$ cat src/design/rxm_map.vh
// constants for the receive output multiplexer
// assumes inclusion by bare name from the design files
`ifndef RXM_MAP_VH
`define RXM_MAP_VH
`define RXM_QUAD_W        8
`define RXM_IF10_W        10
`define RXM_IF12_W        12
`define RXM_NIB_W         4
`define RXM_NIBS_PER_SYM  4
`define RXM_FIFO_DEPTH    16
`define RXM_FIFO_AW       4
`define RXM_CLK_PERIOD_NS 10
`endif

$ cat src/design/rxm_out_mux.v
// receive output multiplexer: quadrature nibble bus, if word bus, frame marker
// assumes converter samples arrive from logic on SYS_CLK_IN; one sample set per four cycles
//
// What this block does
// - The quadrature bus and the frame marker update on every rising clock edge; the if word buses on every second edge at most.
// - The frame marker flags the first nibble of every quadrature symbol.
// - One I and Q symbol goes out over four consecutive cycles, four bits per cycle.
// - Nibble order is I upper, I lower, Q upper, Q lower, and the receiver rebuilds in that order.
// - A 10-bit and a 12-bit sample are each presented at most once every two cycles, and only when IF_VALID_IN is high.
// - With quadrature converters powered up, the marker rides on every second 10-bit word.
`include "rxm_map.vh"
module rxm_out_mux #(
    parameter QW    = `RXM_QUAD_W,
    parameter DEPTH = `RXM_FIFO_DEPTH,
    parameter AW    = `RXM_FIFO_AW
) (
    input  wire            SYS_CLK_IN,
    input  wire            RESET_N_IN,
    input  wire            IQ_POWER_DOWN_IN,
    input  wire            IQ_VALID_IN,
    output wire            IQ_READY_OUT,
    input  wire [QW-1:0]   I_SAMPLE_IN,
    input  wire [QW-1:0]   Q_SAMPLE_IN,
    input  wire            IF_VALID_IN,
    input  wire [9:0]      IF10_SAMPLE_IN,
    input  wire [11:0]     IF12_SAMPLE_IN,
    output reg  [3:0]      QUADRATURE_RECEIVE_BUS_OUT,
    output reg             FRAME_SYNC_OUT,
    output reg  [9:0]      IF10_BUS_OUT,
    output reg  [11:0]     IF12_BUS_OUT,
    output reg             IF_PHASE_OUT
);
    localparam ST_IH = 4'b0001;
    localparam ST_IL = 4'b0010;
    localparam ST_QH = 4'b0100;
    localparam ST_QL = 4'b1000;

    reg  [3:0]      st_q;
    reg  [3:0]      st_d;
    reg  [2*QW-1:0] sym_q;
    reg  [3:0]      nib_d;
    reg             pd_meta_q;
    reg             pd_q;
    reg             if_ph_q;
    wire            fifo_valid;
    wire [2*QW-1:0] fifo_data;
    wire            take;
    wire            frame_start;
    wire            if_take;

    function [3:0] upper_nib;
        input [QW-1:0] s;
        upper_nib = s[QW-1:QW-4];
    endfunction

    function [3:0] lower_nib;
        input [QW-1:0] s;
        lower_nib = s[3:0];
    endfunction

    // one-hot walk through the four nibble slots of a symbol
    function [3:0] next_st;
        input [3:0] s;
        begin
            case (s)
                ST_IH:   next_st = ST_IL;
                ST_IL:   next_st = ST_QH;
                ST_QH:   next_st = ST_QL;
                ST_QL:   next_st = ST_IH;
                default: next_st = ST_IH;
            endcase
        end
    endfunction

    // i and q enter as one word so a symbol never mixes two instants
    rxm_fifo #(
        .WIDTH (2*QW),
        .DEPTH (DEPTH),
        .AW    (AW)
    ) u_fifo (
        .clk_in       (SYS_CLK_IN),
        .rst_n_in     (RESET_N_IN),
        .wr_valid_in  (IQ_VALID_IN),
        .wr_ready_out (IQ_READY_OUT),
        .wr_data_in   ({I_SAMPLE_IN, Q_SAMPLE_IN}),
        .rd_valid_out (fifo_valid),
        .rd_ready_in  (take),
        .rd_data_out  (fifo_data)
    );

    always @*
    begin
        st_d = next_st(st_q);
    end

    // new symbol only at the start of a four-cycle frame
    assign frame_start = (st_d == ST_IH);
    assign take        = frame_start & ~pd_q;
    // if words are taken on every second edge only
    assign if_take     = ~if_ph_q & IF_VALID_IN;

    // nibble of the next cycle, chosen from its state
    always @*
    begin
        case (st_d)
            ST_IH:   nib_d = fifo_valid ? upper_nib(fifo_data[2*QW-1:QW]) : upper_nib(sym_q[2*QW-1:QW]);
            ST_IL:   nib_d = lower_nib(sym_q[2*QW-1:QW]);
            ST_QH:   nib_d = upper_nib(sym_q[QW-1:0]);
            ST_QL:   nib_d = lower_nib(sym_q[QW-1:0]);
            default: nib_d = 4'h0;
        endcase
    end

    // power-down is a slow pin level, synchronised before use
    always @(posedge SYS_CLK_IN or negedge RESET_N_IN)
    begin
        if (!RESET_N_IN)
        begin
            pd_meta_q <= 1'b1;
            pd_q      <= 1'b1;
        end
        else
        begin
            pd_meta_q <= IQ_POWER_DOWN_IN;
            pd_q      <= pd_meta_q;
        end
    end

    // frame position keeps running while asleep, so the cadence never slips
    always @(posedge SYS_CLK_IN or negedge RESET_N_IN)
    begin
        if (!RESET_N_IN)
        begin
            st_q <= ST_QL;
        end
        else
        begin
            st_q <= st_d;
        end
    end

    // taking edges are the odd ones after release, which lines the marker up with a word
    always @(posedge SYS_CLK_IN or negedge RESET_N_IN)
    begin
        if (!RESET_N_IN)
        begin
            if_ph_q <= 1'b0;
        end
        else
        begin
            if_ph_q <= ~if_ph_q;
        end
    end

    // repeat last symbol on underrun, keeps the frame cadence
    always @(posedge SYS_CLK_IN or negedge RESET_N_IN)
    begin
        if (!RESET_N_IN)
        begin
            sym_q <= {(2*QW){1'b0}};
        end
        else if (take & fifo_valid)
        begin
            sym_q <= fifo_data;
        end
    end

    // bus parks at zero while the quadrature converters sleep
    always @(posedge SYS_CLK_IN or negedge RESET_N_IN)
    begin
        if (!RESET_N_IN)
        begin
            QUADRATURE_RECEIVE_BUS_OUT <= 4'h0;
        end
        else
        begin
            QUADRATURE_RECEIVE_BUS_OUT <= pd_q ? 4'h0 : nib_d;
        end
    end

    // marker rides with the i upper nibble, only when awake
    always @(posedge SYS_CLK_IN or negedge RESET_N_IN)
    begin
        if (!RESET_N_IN)
        begin
            FRAME_SYNC_OUT <= 1'b0;
        end
        else
        begin
            FRAME_SYNC_OUT <= ~pd_q & frame_start;
        end
    end

    // high in the first cycle of each if word slot
    always @(posedge SYS_CLK_IN or negedge RESET_N_IN)
    begin
        if (!RESET_N_IN)
        begin
            IF_PHASE_OUT <= 1'b0;
        end
        else
        begin
            IF_PHASE_OUT <= ~if_ph_q;
        end
    end

    // if words change every second edge at most, held in between
    always @(posedge SYS_CLK_IN or negedge RESET_N_IN)
    begin
        if (!RESET_N_IN)
        begin
            IF10_BUS_OUT <= 10'h000;
            IF12_BUS_OUT <= 12'h000;
        end
        else if (if_take)
        begin
            IF10_BUS_OUT <= IF10_SAMPLE_IN;
            IF12_BUS_OUT <= IF12_SAMPLE_IN;
        end
    end
endmodule

$ cat src/design/rxm_fifo.v
// synchronous fifo of flip-flops with valid/ready on both sides
// assumes a single clock and asynchronous active-low reset
module rxm_fifo #(
    parameter WIDTH = 16,
    parameter DEPTH = 16,
    parameter AW    = 4
) (
    input  wire             clk_in,
    input  wire             rst_n_in,
    input  wire             wr_valid_in,
    output wire             wr_ready_out,
    input  wire [WIDTH-1:0] wr_data_in,
    output wire             rd_valid_out,
    input  wire             rd_ready_in,
    output wire [WIDTH-1:0] rd_data_out
);
    reg [WIDTH-1:0] mem_q [0:DEPTH-1];
    reg [AW-1:0]    wp_q;
    reg [AW-1:0]    rp_q;
    reg [AW:0]      cnt_q;
    wire            push;
    wire            pop;

    assign wr_ready_out = (cnt_q != DEPTH[AW:0]);
    assign rd_valid_out = (cnt_q != {(AW+1){1'b0}});
    assign push         = wr_valid_in & wr_ready_out;
    assign pop          = rd_valid_out & rd_ready_in;
    assign rd_data_out  = mem_q[rp_q];

    always @(posedge clk_in)
    begin
        if (push)
            mem_q[wp_q] <= wr_data_in;
    end

    always @(posedge clk_in or negedge rst_n_in)
    begin
        if (!rst_n_in)
        begin
            wp_q  <= {AW{1'b0}};
            rp_q  <= {AW{1'b0}};
            cnt_q <= {(AW+1){1'b0}};
        end
        else
        begin
            if (push)
                wp_q <= (wp_q == DEPTH[AW-1:0] - 1'b1) ? {AW{1'b0}} : wp_q + 1'b1;
            if (pop)
                rp_q <= (rp_q == DEPTH[AW-1:0] - 1'b1) ? {AW{1'b0}} : rp_q + 1'b1;
            if (push & ~pop)
                cnt_q <= cnt_q + 1'b1;
            else if (pop & ~push)
                cnt_q <= cnt_q - 1'b1;
        end
    end
endmodule

$ cat config.mk
export PLATFORM = sky130hd
export DESIGN_NAME = rxm_out_mux
export DESIGN_NICKNAME = d
export VERILOG_FILES = /design/src/design/rxm_out_mux.v /design/src/design/rxm_fifo.v
export VERILOG_INCLUDE_DIRS = /design/src /design/src/design
export SDC_FILE = /design/constraint.sdc
export NUM_CORES = 1
export LEC_CHECK = 0
export BUFFER_PORTS_ARGS = -buffer_cell sky130_fd_sc_hd__buf_2
export CELL_PAD_IN_SITES_DETAIL_PLACEMENT = 1
export CELL_PAD_IN_SITES_GLOBAL_PLACEMENT = 1
export CORE_ASPECT_RATIO = 0.6
export CORE_MARGIN = 5
export CORE_UTILIZATION = 55
export CTS_CLUSTER_SIZE = 8
export DETAILED_ROUTE_END_ITERATION = 8
export PLACE_DENSITY = 0.84
export SYNTH_ARGS = -nofsm -noshare
export SYNTH_HDL_FRONTEND = slang
export SYNTH_HIERARCHICAL = 1
export SYNTH_SLANG_ARGS = --single-unit
$ cat constraint.sdc
create_clock -name SYS_CLK_IN -period 4.45 [get_ports SYS_CLK_IN]
set_input_delay 0.6675 -clock SYS_CLK_IN [delete_from_list [all_inputs] [get_ports SYS_CLK_IN]]
set_output_delay 0.6675 -clock SYS_CLK_IN [all_outputs]
set_load 0.02 [all_outputs]
=== Word-level counts from Yosys, hierarchy flattened ===
Memories as Yosys holds them, arrays and structs flattened.
Index checks and enable logic that the tools add are counted.

* Register bits after elaboration: 63
* Bits in latches: 0
* Memory bits (writable): 256
* Bits in read-only memories: 0
* Input port bits: 43
* Output and inout bits: 29
* Word-level logic and storage cells: 49
* Memories kept: 1

* Add/sub/neg operators: 4
* Multiply operators: 0
* Div/mod/pow operators: 0
* Magnitude comparators: 0
* Eq/ne operators: 10
* Shift-type cells: 0
* Mux-type cells: 10
* Bitwise operators: 10
* Reduce and logical (&&, ||, !) cells: 2

{| class="wikitable"
|+ Memory list
! name !! words !! bits a word !! read ports !! clocked after Yosys merged registers in !! wr ports !! RTL line !! source
|-
| u_fifo.mem_q || 16 || 16 || 1 || 0 || 1 || rxm_fifo.v:17 || <nowiki>reg [WIDTH-1:0] mem_q [0:DEPTH-1];</nowiki>
|}

{| class="wikitable"
|+ Operators by type and width
! kind !! number
|-
| 4-bit 2-to-1 mux || 4
|-
| 4-bit one-hot mux with 4 select lines || 1
|-
| 4-bit == test (second input constant) || 3
|-
| 4-bit one-hot mux with 3 select lines || 1
|-
| 5-bit 2-to-1 mux || 2
|-
| 4-bit by 1-bit adder with 4-bit output (second input constant) || 2
|-
| 4-bit by 1-bit == test with 1-bit output (second input constant) || 2
|-
| 4-bit by 2-bit == test with 1-bit output (second input constant) || 2
|-
| 4-bit by 3-bit == test with 1-bit output (second input constant) || 2
|-
| 1-bit AND || 6
|-
| 5-bit by 1-bit adder with 5-bit output (second input constant) || 1
|-
| 5-bit inequality test (second input constant) || 1
|-
| 5-bit nonzero test || 1
|-
| 5-bit by 1-bit subtractor with 5-bit output (second input constant) || 1
|-
| 1-bit NOT || 4
|-
| 1-bit 2-to-1 mux || 2
|-
| 2-bit nonzero test || 1
|}

=== Longest topological paths before layout ===
Gate-level depths: netlist of the first run.

* Word-level depth: 8
* Depth in mapped cells: 11
* Depth with buffers taken out: 10

=== Modules after synthesis ===
The synthesis of the first run kept the hierarchy.

{| class="wikitable"
|+ Modules (own cells, without submodules)
! module !! times used !! cells an instance !! area an instance (µm²) !! sequential area each (µm²)
|-
| rxm_fifo || 1 || 525 || 10695.3 || 8012.7
|-
| rxm_out_mux || 1 || 133 || 2069.5 || 1255.0
|}

=== Worst setup path after synthesis of the first run ===
Ideal clock, no wire load.

* Path kind: flip-flop to flip-flop
* Start: register st_q[2], in the netlist next_st.s[2]
* End: register u_fifo.cnt_q[4]
* Setup time: 0.080 ns
* Data arrival time: 2.760 ns
* Data required time: 4.370 ns
* Path slack: 1.610 ns
* Cell stages (with the launch flop): 12
* Buffers on the path: 1
* Period minus slack after synthesis: 2.840 ns
* Cells stage by stage: dfrtp_1 buf_6 xor2_1 a211oi_1 o21ai_4 ha_1 inv_1 ha_1 a21o_1 a21oi_1 mux2i_1 xnor2_1

* Cells in the longest elaborated chain, start to end: 8
* Elaborated cells on any way between the ends: 12
* Classes of those cells: eq/ne: 4; mux: 2; bitwise: 5; reduce/logical: 1

{| class="wikitable"
|+ Ends and longest elaborated chain
! item !! RTL line !! source
|-
| start, declared || rxm_out_mux.v:38 || <nowiki>reg [3:0] st_q;</nowiki>
|-
| start signal, assigned || rxm_out_mux.v:138 || <nowiki>st_q <= st_d;</nowiki>
|-
| 4-bit by 3-bit == test with 1-bit output, or another cell as far along || rxm_out_mux.v:65 || <nowiki>case (s)</nowiki>
|-
| 4-bit one-hot mux with 3 select lines (*) || rxm_out_mux.v:65 ||
|-
| 4-bit by 1-bit == test with 1-bit output (*) || n/a ||
|-
| 1-bit AND (*) || rxm_out_mux.v:98 || <nowiki>assign take = frame_start & ~pd_q;</nowiki>
|-
| via take || rxm_out_mux.v:47 || <nowiki>wire take;</nowiki>
|-
| 1-bit AND (*) || rxm_fifo.v:27 || <nowiki>assign pop = rd_valid_out & rd_ready_in;</nowiki>
|-
| 1-bit NOT || rxm_fifo.v:50 || <nowiki>if (push & ~pop)</nowiki>
|-
| 1-bit AND || rxm_fifo.v:50 ||
|-
| 5-bit 2-to-1 mux or 2-bit nonzero test (tied branches) || n/a ||
|-
| end signal, assigned || rxm_fifo.v:42 || <nowiki>cnt_q <= {(AW+1){1'b0}};</nowiki>
|-
| end signal, assigned || rxm_fifo.v:51 || <nowiki>cnt_q <= cnt_q + 1'b1;</nowiki>
|-
| end signal, assigned || rxm_fifo.v:53 || <nowiki>cnt_q <= cnt_q - 1'b1;</nowiki>
|-
| end, declared || rxm_fifo.v:20 || <nowiki>reg [AW:0] cnt_q;</nowiki>
|}

Mark *: on every way through the listed nets, which the timed path passes. The rest lies on a longest branch.
A chain may end at the register's enable or synchronous reset.

=== Worst setup path in the final report of the first run ===
* Start: register u_fifo.cnt_q[0]
* End: register u_fifo.cnt_q[4]

* Cells in the longest elaborated chain, start to end: 5
* Elaborated cells on any way between the ends: 13
* Classes of those cells: add/sub: 2; eq/ne: 1; mux: 2; bitwise: 6; reduce/logical: 2

{| class="wikitable"
|+ Ends and longest elaborated chain
! item
|-
| parallel branches: the longest is 5 deep, another holds 5-bit by 1-bit subtractor with 5-bit output
|}

Parallel ways; which one is timed is not known. The select of a mux whose other input is x is not followed.

==> results of run 1 <==
## layout make-up
cell class	count	area, um2
Sequential cell	319	9270
Multi-Input combinational cell	298	3270
Timing Repair Buffer	95	536
Clock inverter	2	17.5
Clock buffer	77	1250
Tap cell	315	394
Inverter	6	22.5
Fill cell	1942	8210
## worst max-delay path by stage
stage | endpoint | slack, ns | depth (start not counted)
final | u_fifo/cnt_q[4] | 1.34 | 10
after global routing | QUADRATURE_RECEIVE_BUS_OUT[3] | 1.13 | 8
after global placement | sym_q[0] | 1.53 | 5
after detailed placement | QUADRATURE_RECEIVE_BUS_OUT[3] | 1.37 | 8
after floorplan | u_fifo/cnt_q[4] | 1.61 | 11
after CTS | QUADRATURE_RECEIVE_BUS_OUT[3] | 1.34 | 8
## critical path, cell delays in order (launching register included)
cell,delay (ns)
sky130_fd_sc_hd__dfrtp_1,0.45
sky130_fd_sc_hd__nor4_1,0.61
sky130_fd_sc_hd__a21boi_0,0.21
sky130_fd_sc_hd__buf_4,0.22
sky130_fd_sc_hd__ha_1,0.23
sky130_fd_sc_hd__inv_1,0.18
sky130_fd_sc_hd__ha_1,0.33
sky130_fd_sc_hd__a21o_1,0.21
sky130_fd_sc_hd__a21oi_1,0.20
sky130_fd_sc_hd__mux2i_1,0.26
sky130_fd_sc_hd__xnor2_1,0.14
## power by group
part / switching (mW) / total, mW / leakage [nW] / internal, mW
Sequential: 0.467 / 4.09 / 3.06 / 3.63
Clock: 1.21 / 3.09 / 0.601 / 1.88
Combinational: 1.29 / 2.34 / 1.63 / 1.05
## metal layers
metal / share of wire [%] / track usage [%]
met1: 41 / 36.6
met2: 50 / 42.6
met3: 7.5 / 6.35
met4: 2.2 / 7.43
met5: 0.038 / 0
## per-stage QoR
step                      worst slack, ns  instances
after floorplan                      1.61        658
after global placement               1.53       1033
after detailed placement             1.37       1033
after CTS                            1.34       1112
after global routing                 1.13       1112
final                                1.34       1112
## cell usage in the layout, fill, tap and decap left out, types with 2 or more instances in the layout
master                        n
sky130_fd_sc_hd__a21o_1       3
sky130_fd_sc_hd__o21ai_0      6
sky130_fd_sc_hd__a22oi_1     16
sky130_fd_sc_hd__nand2_1     14
sky130_fd_sc_hd__xnor2_1      5
sky130_fd_sc_hd__and3b_1      2
sky130_fd_sc_hd__ha_1         9
sky130_fd_sc_hd__nor2b_1      2
sky130_fd_sc_hd__inv_1        6
sky130_fd_sc_hd__nand3_1      3
sky130_fd_sc_hd__o21ai_1     16
sky130_fd_sc_hd__mux4_2      35
sky130_fd_sc_hd__nor2_1      15
sky130_fd_sc_hd__a221o_1      3
sky130_fd_sc_hd__xor2_1       2
sky130_fd_sc_hd__mux2_2      33
sky130_fd_sc_hd__mux2i_1     50
sky130_fd_sc_hd__dfstp_2      3
sky130_fd_sc_hd__buf_2       71
sky130_fd_sc_hd__buf_4       24
sky130_fd_sc_hd__nand3b_1     5
sky130_fd_sc_hd__inv_6        2
sky130_fd_sc_hd__mux2_4      10
sky130_fd_sc_hd__mux4_1      13
sky130_fd_sc_hd__clkbuf_16   45
sky130_fd_sc_hd__dfrtp_1     58
sky130_fd_sc_hd__nor3_2       4
sky130_fd_sc_hd__nand2b_1     4
sky130_fd_sc_hd__nor2_2       2
sky130_fd_sc_hd__nor3_1       3
sky130_fd_sc_hd__a21oi_1      6
sky130_fd_sc_hd__edfxtp_1   256
sky130_fd_sc_hd__a32oi_1     16
sky130_fd_sc_hd__clkbuf_1    32
## sequential cells by signal, summed over array words and instances (netlist names)
name / count
IF10_BUS_OUT: 10
u_fifo/rp_q: 4
u_fifo/wp_q: 4
QUADRATURE_RECEIVE_BUS_OUT: 4
pd_meta_q: 1
FRAME_SYNC_OUT: 1
IF12_BUS_OUT: 12
next_st.s: 4
u_fifo/cnt_q: 5
sym_q: 16
IF_PHASE_OUT: 1
u_fifo/mem_q: 256
pd_q: 1
## kinds of logic after synthesis
group	count (synthesis)	synth area share, %
compound gates	77	4.38
simple gates	63	2.70
mux	141	16.9
flops	319	72.6
xor+xnor	7	0.480
fa+ha+maj	10	1.04
buf+inv	41	1.94
==> tab_implementation.tex, run 1 <==
\begin{tabular}{lr}
\hline
Metric & Value \\
\hline
\multicolumn{2}{l}{\textbf{Run status}} \\
Run status & complete, no violations \\
\multicolumn{2}{l}{\textbf{Timing}} \\
RSZ-0062 raised after global routing & no \\
Worst slack on hold paths & about 0.23 ns \\
Setup Viol. Count Final & 0 \\
Worst clock skew & between 0.01 and 0.015 ns \\
Final slew viol count & 0 \\
Aggregate negative setup slack & 0 ns \\
Part of the cycle the worst path needs & between 60\% and 70\% \\
Transition time at the pin with the least slew margin & between 1 and 1.5 ns \\
Slew margin rel. & $\sim$5.8\% \\
Final number of hold-violating endpoints & 0 \\
Final min period & approximately 3.1 ns \\
Highest clock rate & 322 MHz \\
\multicolumn{2}{l}{\textbf{Global route}} \\
Total global routing track utilization & 26.4\% \\
Aggregate global routing overflow & 0 \\
Antenna violations before repair & 2 \\
Maximum number of pins on one net before global-route repair & 51 \\
Wire length of the first global-routing pass & $\sim$50000 um \\
Number of global-route vias before repair & around 7700 \\
\multicolumn{2}{l}{\textbf{Placement}} \\
Port Buffer Count & just over 70 \\
Post-place instance area & 13500 um2 \\
Detailed Place HPWL & roughly 20000 um \\
GPL Wtd Cong & about 0.79 \\
\multicolumn{2}{l}{\textbf{Critical path}} \\
Critical path type & flip-flop to flip-flop \\
Worst Setup SP & u\_fifo/cnt\_q[0] \\
CP Max Fanout & 11 \\
Reg-to-Reg End & u\_fifo/cnt\_q[4] \\
Startpoint of the worst-slack reg-to-reg timing path & u\_fifo/cnt\_q[0] \\
Cell depth of the worst flop-to-flop path & 10 \\
R2r setup slk & between 1 and 1.5 ns \\
Crit path DAT & roughly 3.6 ns \\
Endpoint required time on the critical path & $\sim$4.9 ns \\
CP Capture Type & flip-flop \\
Type of element launching the critical path & flip-flop \\
\multicolumn{2}{l}{\textbf{Cells and area}} \\
Post-layout utilization of the core & roughly 64\% \\
P\&R area growth vs syn & 15.7\% \\
Fraction of final layout cells sized beyond drive strength 1 & 29.6\% \\
Number of nets in the layout & between 800 and 900 \\
Layout Cell Area excl Fill & roughly 15000 um2 \\
Ant diodes & 0 \\
\multicolumn{2}{l}{\textbf{Yosys}} \\
Portion of synthesized cell area occupied by the leading cell type & roughly three fifths \\
Syn\_nets & 711 \\
Count leader, synth & sky130\_fd\_sc\_hd\_\_edfxtp\_1 \\
Most frequently used flop master after synthesis & sky130\_fd\_sc\_hd\_\_edfxtp\_1 \\
Cell accounting for the most synthesized area & sky130\_fd\_sc\_hd\_\_edfxtp\_1 \\
Average instance area after synthesis & $\sim$19 um2 \\
Flop and latch count out of synthesis & $\sim$320 \\
Synth cell count leaders & sky130\_fd\_sc\_hd\_\_edfxtp\_1 (256), sky130\_fd\_sc\_hd\_\_dfrtp\_1 (60), sky130\_fd\_sc\_hd\_\_mux2i\_1 (50) \\
Total of warnings raised by yosys & 6 \\
Share of synthesized flip-flops with an asynchronous set or reset & between 10\% and 20\% \\
Largest cells by area after synthesis & sky130\_fd\_sc\_hd\_\_edfxtp\_1 (60\%), sky130\_fd\_sc\_hd\_\_dfrtp\_1 (12\%), sky130\_fd\_sc\_hd\_\_mux4\_2 (6.2\%), sky130\_fd\_sc\_hd\_\_mux2i\_1 (3.9\%), sky130\_fd\_sc\_hd\_\_mux2\_2 (2.9\%) \\
Part of the Yosys area used for sequential elements & $\sim$73\% \\
Number of distinct library cell variants in the gate-level netlist after synthesis & 55 \\
Number of synthesized flops with an enable pin & approximately 260 \\
Gate Count Post-Synth & 658 \\
Cell area after technology mapping & roughly 13000 um2 \\
\multicolumn{2}{l}{\textbf{Die}} \\
Chip Width & around 210 um \\
Number of I/O pins & about 70 \\
Row Count & 43 \\
Die height & 128 um \\
Overall die area & between 20000 and 30000 um2 \\
Starting utilization of the core area & a little under three fifths \\
CORE AREA & between 20000 and 25000 um2 \\
\multicolumn{2}{l}{\textbf{Route}} \\
DR vias & about 7000 \\
DRC violations left & 0 \\
First-pass detailed-route iteration total & 5 \\
Post-detailed-route count of antenna-violating nets & 0 \\
Number of vias per cell after detailed routing & roughly 6.3 \\
Drt total wl & between 30000 and 40000 um \\
First-iteration detailed-routing DRC count & about 530 \\
Average wire length per cell after detail routing & between 30 and 40 um \\
\multicolumn{2}{l}{\textbf{Pwr}} \\
Areal power density over the cells & 645 nW/um2 \\
Total leakage power & between 5 and 6 nW \\
PnR Total Power & $\sim$9.5 mW \\
Max VDD drop & $\sim$0.36 mV \\
\multicolumn{2}{l}{\textbf{Clocking}} \\
Clock root cell & sky130\_fd\_sc\_hd\_\_clkbuf\_16 \\
Clock tree from TritonCTS & yes \\
Post-CTS Repair Setup Buffers & 0 \\
Number of buffers created by CTS & 45 \\
Post-cts gate resize count & 0 \\
Worst-case clock buffer depth & 3 \\
Clk\_lat worst skew & around 0.54 ns \\
H-tree levels & 2 \\
TritonCTS Sinks & 319 \\
Count of hold buffers inserted by post-cts repair & 0 \\
Clock transition time at the flip-flop clock pins of the worst setup and hold paths & around 0.050 ns \\
\multicolumn{2}{l}{\textbf{Run}} \\
Number of max-capacitance violations reported & 0 \\
\multicolumn{2}{l}{\textbf{Hold path}} \\
Type of the worst min-delay path & input port to flip-flop \\
Hold wc startpoint & IQ\_POWER\_DOWN\_IN \\
Min-Delay Endpoint & pd\_meta\_q \\
Hold Path Stages & 1 \\
\hline
\end{tabular}
Note: power is estimated with default switching activity, not from simulation.
==> inputs of run 2 (changes only) <==
CORE_UTILIZATION = 53   (was 55)
PLACE_DENSITY = 0.81   (was 0.84)
clock period = 3 ns   (was 4.45 ns; I/O delays follow)
==> run 2 against run 1 <==
Against the previous run:
- maximum frequency up 7.6%
- non-clock buffer count up 13
- sequential power up 44%
- cell area up 1.1%
- combinational power up 62%
- die area up 3.5%
- largest cell class unchanged
- register-to-register slack worse by 1.2 ns
- first-iteration DRC count up 4.9%
- largest power group unchanged
- sequential share of layout area down 0.67 points
==> tab_implementation.tex, run 2 (synthesized netlist as in run 1, its figures left out) <==
\begin{tabular}{lr}
\hline
Metric & Value \\
\hline
\multicolumn{2}{l}{\textbf{Global route}} \\
Antenna violations before repair & 1 \\
Number of global-route vias before repair & $\sim$7500 \\
Aggregate global routing overflow & 0 \\
Maximum number of pins on one net before global-route repair & between 50 and 60 \\
Wire length of the first global-routing pass & $\sim$49000 um \\
Total global routing track utilization & about a quarter \\
\multicolumn{2}{l}{\textbf{Cells and area}} \\
Layout filler cell count & $\sim$2100 \\
P\&R area growth vs syn & 16.9\% \\
Largest registers in the final layout & u\_fifo/mem\_q: 256 flops, sym\_q: 16 flops, IF12\_BUS\_OUT: 12 flops \\
Fraction of final layout cells sized beyond drive strength 1 & between 30\% and 40\% \\
Most common library cell in the layout ignoring fill and taps & sky130\_fd\_sc\_hd\_\_edfxtp\_1 \\
Number of nets in the layout & 831 \\
Number of flip-flops under the largest register name & 256 \\
Top reg by flops & u\_fifo/mem\_q \\
Most frequent cells in the layout & sky130\_fd\_sc\_hd\_\_edfxtp\_1 (256), sky130\_fd\_sc\_hd\_\_buf\_2 (71), sky130\_fd\_sc\_hd\_\_dfrtp\_1 (56) \\
Ant diodes & 0 \\
\multicolumn{2}{l}{\textbf{Timing}} \\
Setup Viol. Count Final & 0 \\
Slew margin rel. & a little under a quarter \\
Final min period & between 2 and 3 ns \\
Worst clock skew & around 0.02 ns \\
Part of the cycle the worst path needs & 96.3\% \\
Worst slack on hold paths & approximately 0.032 ns \\
Highest clock rate & between 300 and 400 MHz \\
Final number of hold-violating endpoints & 0 \\
Final slew viol count & 0 \\
Transition time at the pin with the least slew margin & $\sim$1.2 ns \\
\multicolumn{2}{l}{\textbf{Route}} \\
DRC violations left & 0 \\
Drt total wl & 33000 um \\
Average wire length per cell after detail routing & $\sim$30 um \\
First-pass detailed-route iteration total & 5 \\
Number of vias per cell after detailed routing & between 6 and 7 \\
DR vias & just under 7000 \\
First-iteration detailed-routing DRC count & about 550 \\
Post-detailed-route count of antenna-violating nets & 0 \\
\multicolumn{2}{l}{\textbf{Placement}} \\
Port Buffer Count & 71 \\
GPL Wtd Cong & 0.831 \\
Detailed Place HPWL & slightly above 20000 um \\
\multicolumn{2}{l}{\textbf{Critical path}} \\
Crit path DAT & 3.33 ns \\
CP Max Fanout & 8 \\
Crit path max-delay cell type & sky130\_fd\_sc\_hd\_\_dfrtp\_2 \\
Cell depth of the worst flop-to-flop path & 11 \\
CP Capture Type & flip-flop \\
Critical path type & flip-flop to flip-flop \\
Top Family by Delay on Critical Path & adder cells \\
R2r setup slk & roughly 0.11 ns \\
Endpoint required time on the critical path & roughly 3.5 ns \\
WP depth & 11 \\
Bufs and invs on worst path & 2 \\
Type of element launching the critical path & flip-flop \\
CP max stage delay & about 0.50 ns \\
CP cell instances & nor4b\_4 -> a211oi\_2 -> buf\_4 -> o21ai\_4 -> ha\_1 -> inv\_1 -> fa\_1 -> a21o\_1 -> a21oi\_1 -> mux2i\_1 -> xnor2\_1 \\
\multicolumn{2}{l}{\textbf{Die}} \\
Number of I/O pins & slightly above 70 \\
Starting utilization of the core area & a little over half \\
CORE AREA & roughly 24000 um2 \\
Overall die area & about 27000 um2 \\
Chip Width & 210 um \\
Die height & 130 um \\
Row Count & between 40 and 50 \\
\multicolumn{2}{l}{\textbf{Clocking}} \\
Clk\_lat worst skew & $\sim$0.54 ns \\
Clock root cell & sky130\_fd\_sc\_hd\_\_clkbuf\_16 \\
Clock tree from TritonCTS & yes \\
Worst-case clock buffer depth & 3 \\
Post-CTS Repair Setup Buffers & 0 \\
Number of buffers created by CTS & 45 \\
TritonCTS Sinks & about 320 \\
H-tree levels & 2 \\
Clock transition time at the flip-flop clock pins of the worst setup and hold paths & 0.06 ns \\
\multicolumn{2}{l}{\textbf{Pwr}} \\
Total leakage power & between 5 and 6 nW \\
PnR Total Power & $\sim$14 mW \\
Areal power density over the cells & 957 nW/um2 \\
Max VDD drop & 0.516 mV \\
\multicolumn{2}{l}{\textbf{Hold path}} \\
Type of the worst min-delay path & input port to flip-flop \\
Hold Path Stages & 1 \\
\multicolumn{2}{l}{\textbf{Run}} \\
Number of max-capacitance violations reported & 0 \\
\multicolumn{2}{l}{\textbf{Run status}} \\
Run status & complete, no violations \\
\hline
\end{tabular}
-- run 2: final cells by class --
class | instances | area [um2] | share of cell area, %
Clock inverter | 1 | 16.3 | 0.109
Inverter | 6 | 22.5 | 0.151
Sequential cell | 319 | 9280 | 62.1
Timing Repair Buffer | 108 | 661 | 4.43
Clock buffer | 73 | 1250 | 8.39
Multi-Input combinational cell | 298 | 3300 | 22.1
Tap cell | 322 | 403 | 2.70
-- run 2: path summary, 6_finish.rpt --
path                             startpoint         endpoint
setup / recovery               next_st.s[2]  u_fifo/cnt_q[4]
min in group asynchronous        RESET_N_IN  IF10_BUS_OUT[5]
max in group asynchronous        RESET_N_IN        pd_meta_q
hold reg to reg                   pd_meta_q             pd_q
setup reg to reg               next_st.s[2]  u_fifo/cnt_q[4]
hold / removal             IQ_POWER_DOWN_IN        pd_meta_q
-- run 2: worst register-to-register path, delay by kind of cell, from the launching register on --
family / cells / cell delay (ns)
fa+ha+maj: 2 / 0.66
compound gates: 4 / 0.56
flops: 1 / 0.50
simple gates: 1 / 0.37
buf+inv: 2 / 0.32
mux: 1 / 0.26
xor+xnor: 1 / 0.14
-- run 2: per-layer routing --
metal / vias to the layer above / global-route usage, % / part of all wire [%]
li1: 2906 / - / -
met1: 3657 / 34.1 / 42
met2: 250 / 39.5 / 48
met3: 77 / 5.91 / 7.1
met4: 2 / 7.17 / 2.6
met5: - / 0 / 0.033
-- run 2: where the power goes --
group	total [mW]	switching [mW]	internal, mW	leakage, nW
clock network	4.61	1.80	2.81	0.606
logic	3.78	2.13	1.64	1.70
registers	5.89	0.507	5.38	3.05
-- run 2: what timing repair did --
action / CTS / global route
endpoints found under the hold margin: 25 / 0
hold buffers: 1 / 0
resized for setup: 1 / 4
setup endpoints to repair: 1 / 1
-- run 2: per-stage QoR --
stage	area, um2	setup WS, ns	util [%]	TNS (ns)	std cells
2_1_floorplan	12800	0.160	-	0	658
3_3_place_gp	13600	0.245	56.9	0	1052
3_5_place_dp	13600	0.00644	56.9	0	1052
4_1_cts	14900	0.0545	62.2	0	1127
5_1_grt	14900	-0.00600	62.3	-0.00600	1127
6_report	14900	0.111	62.3	0	1127
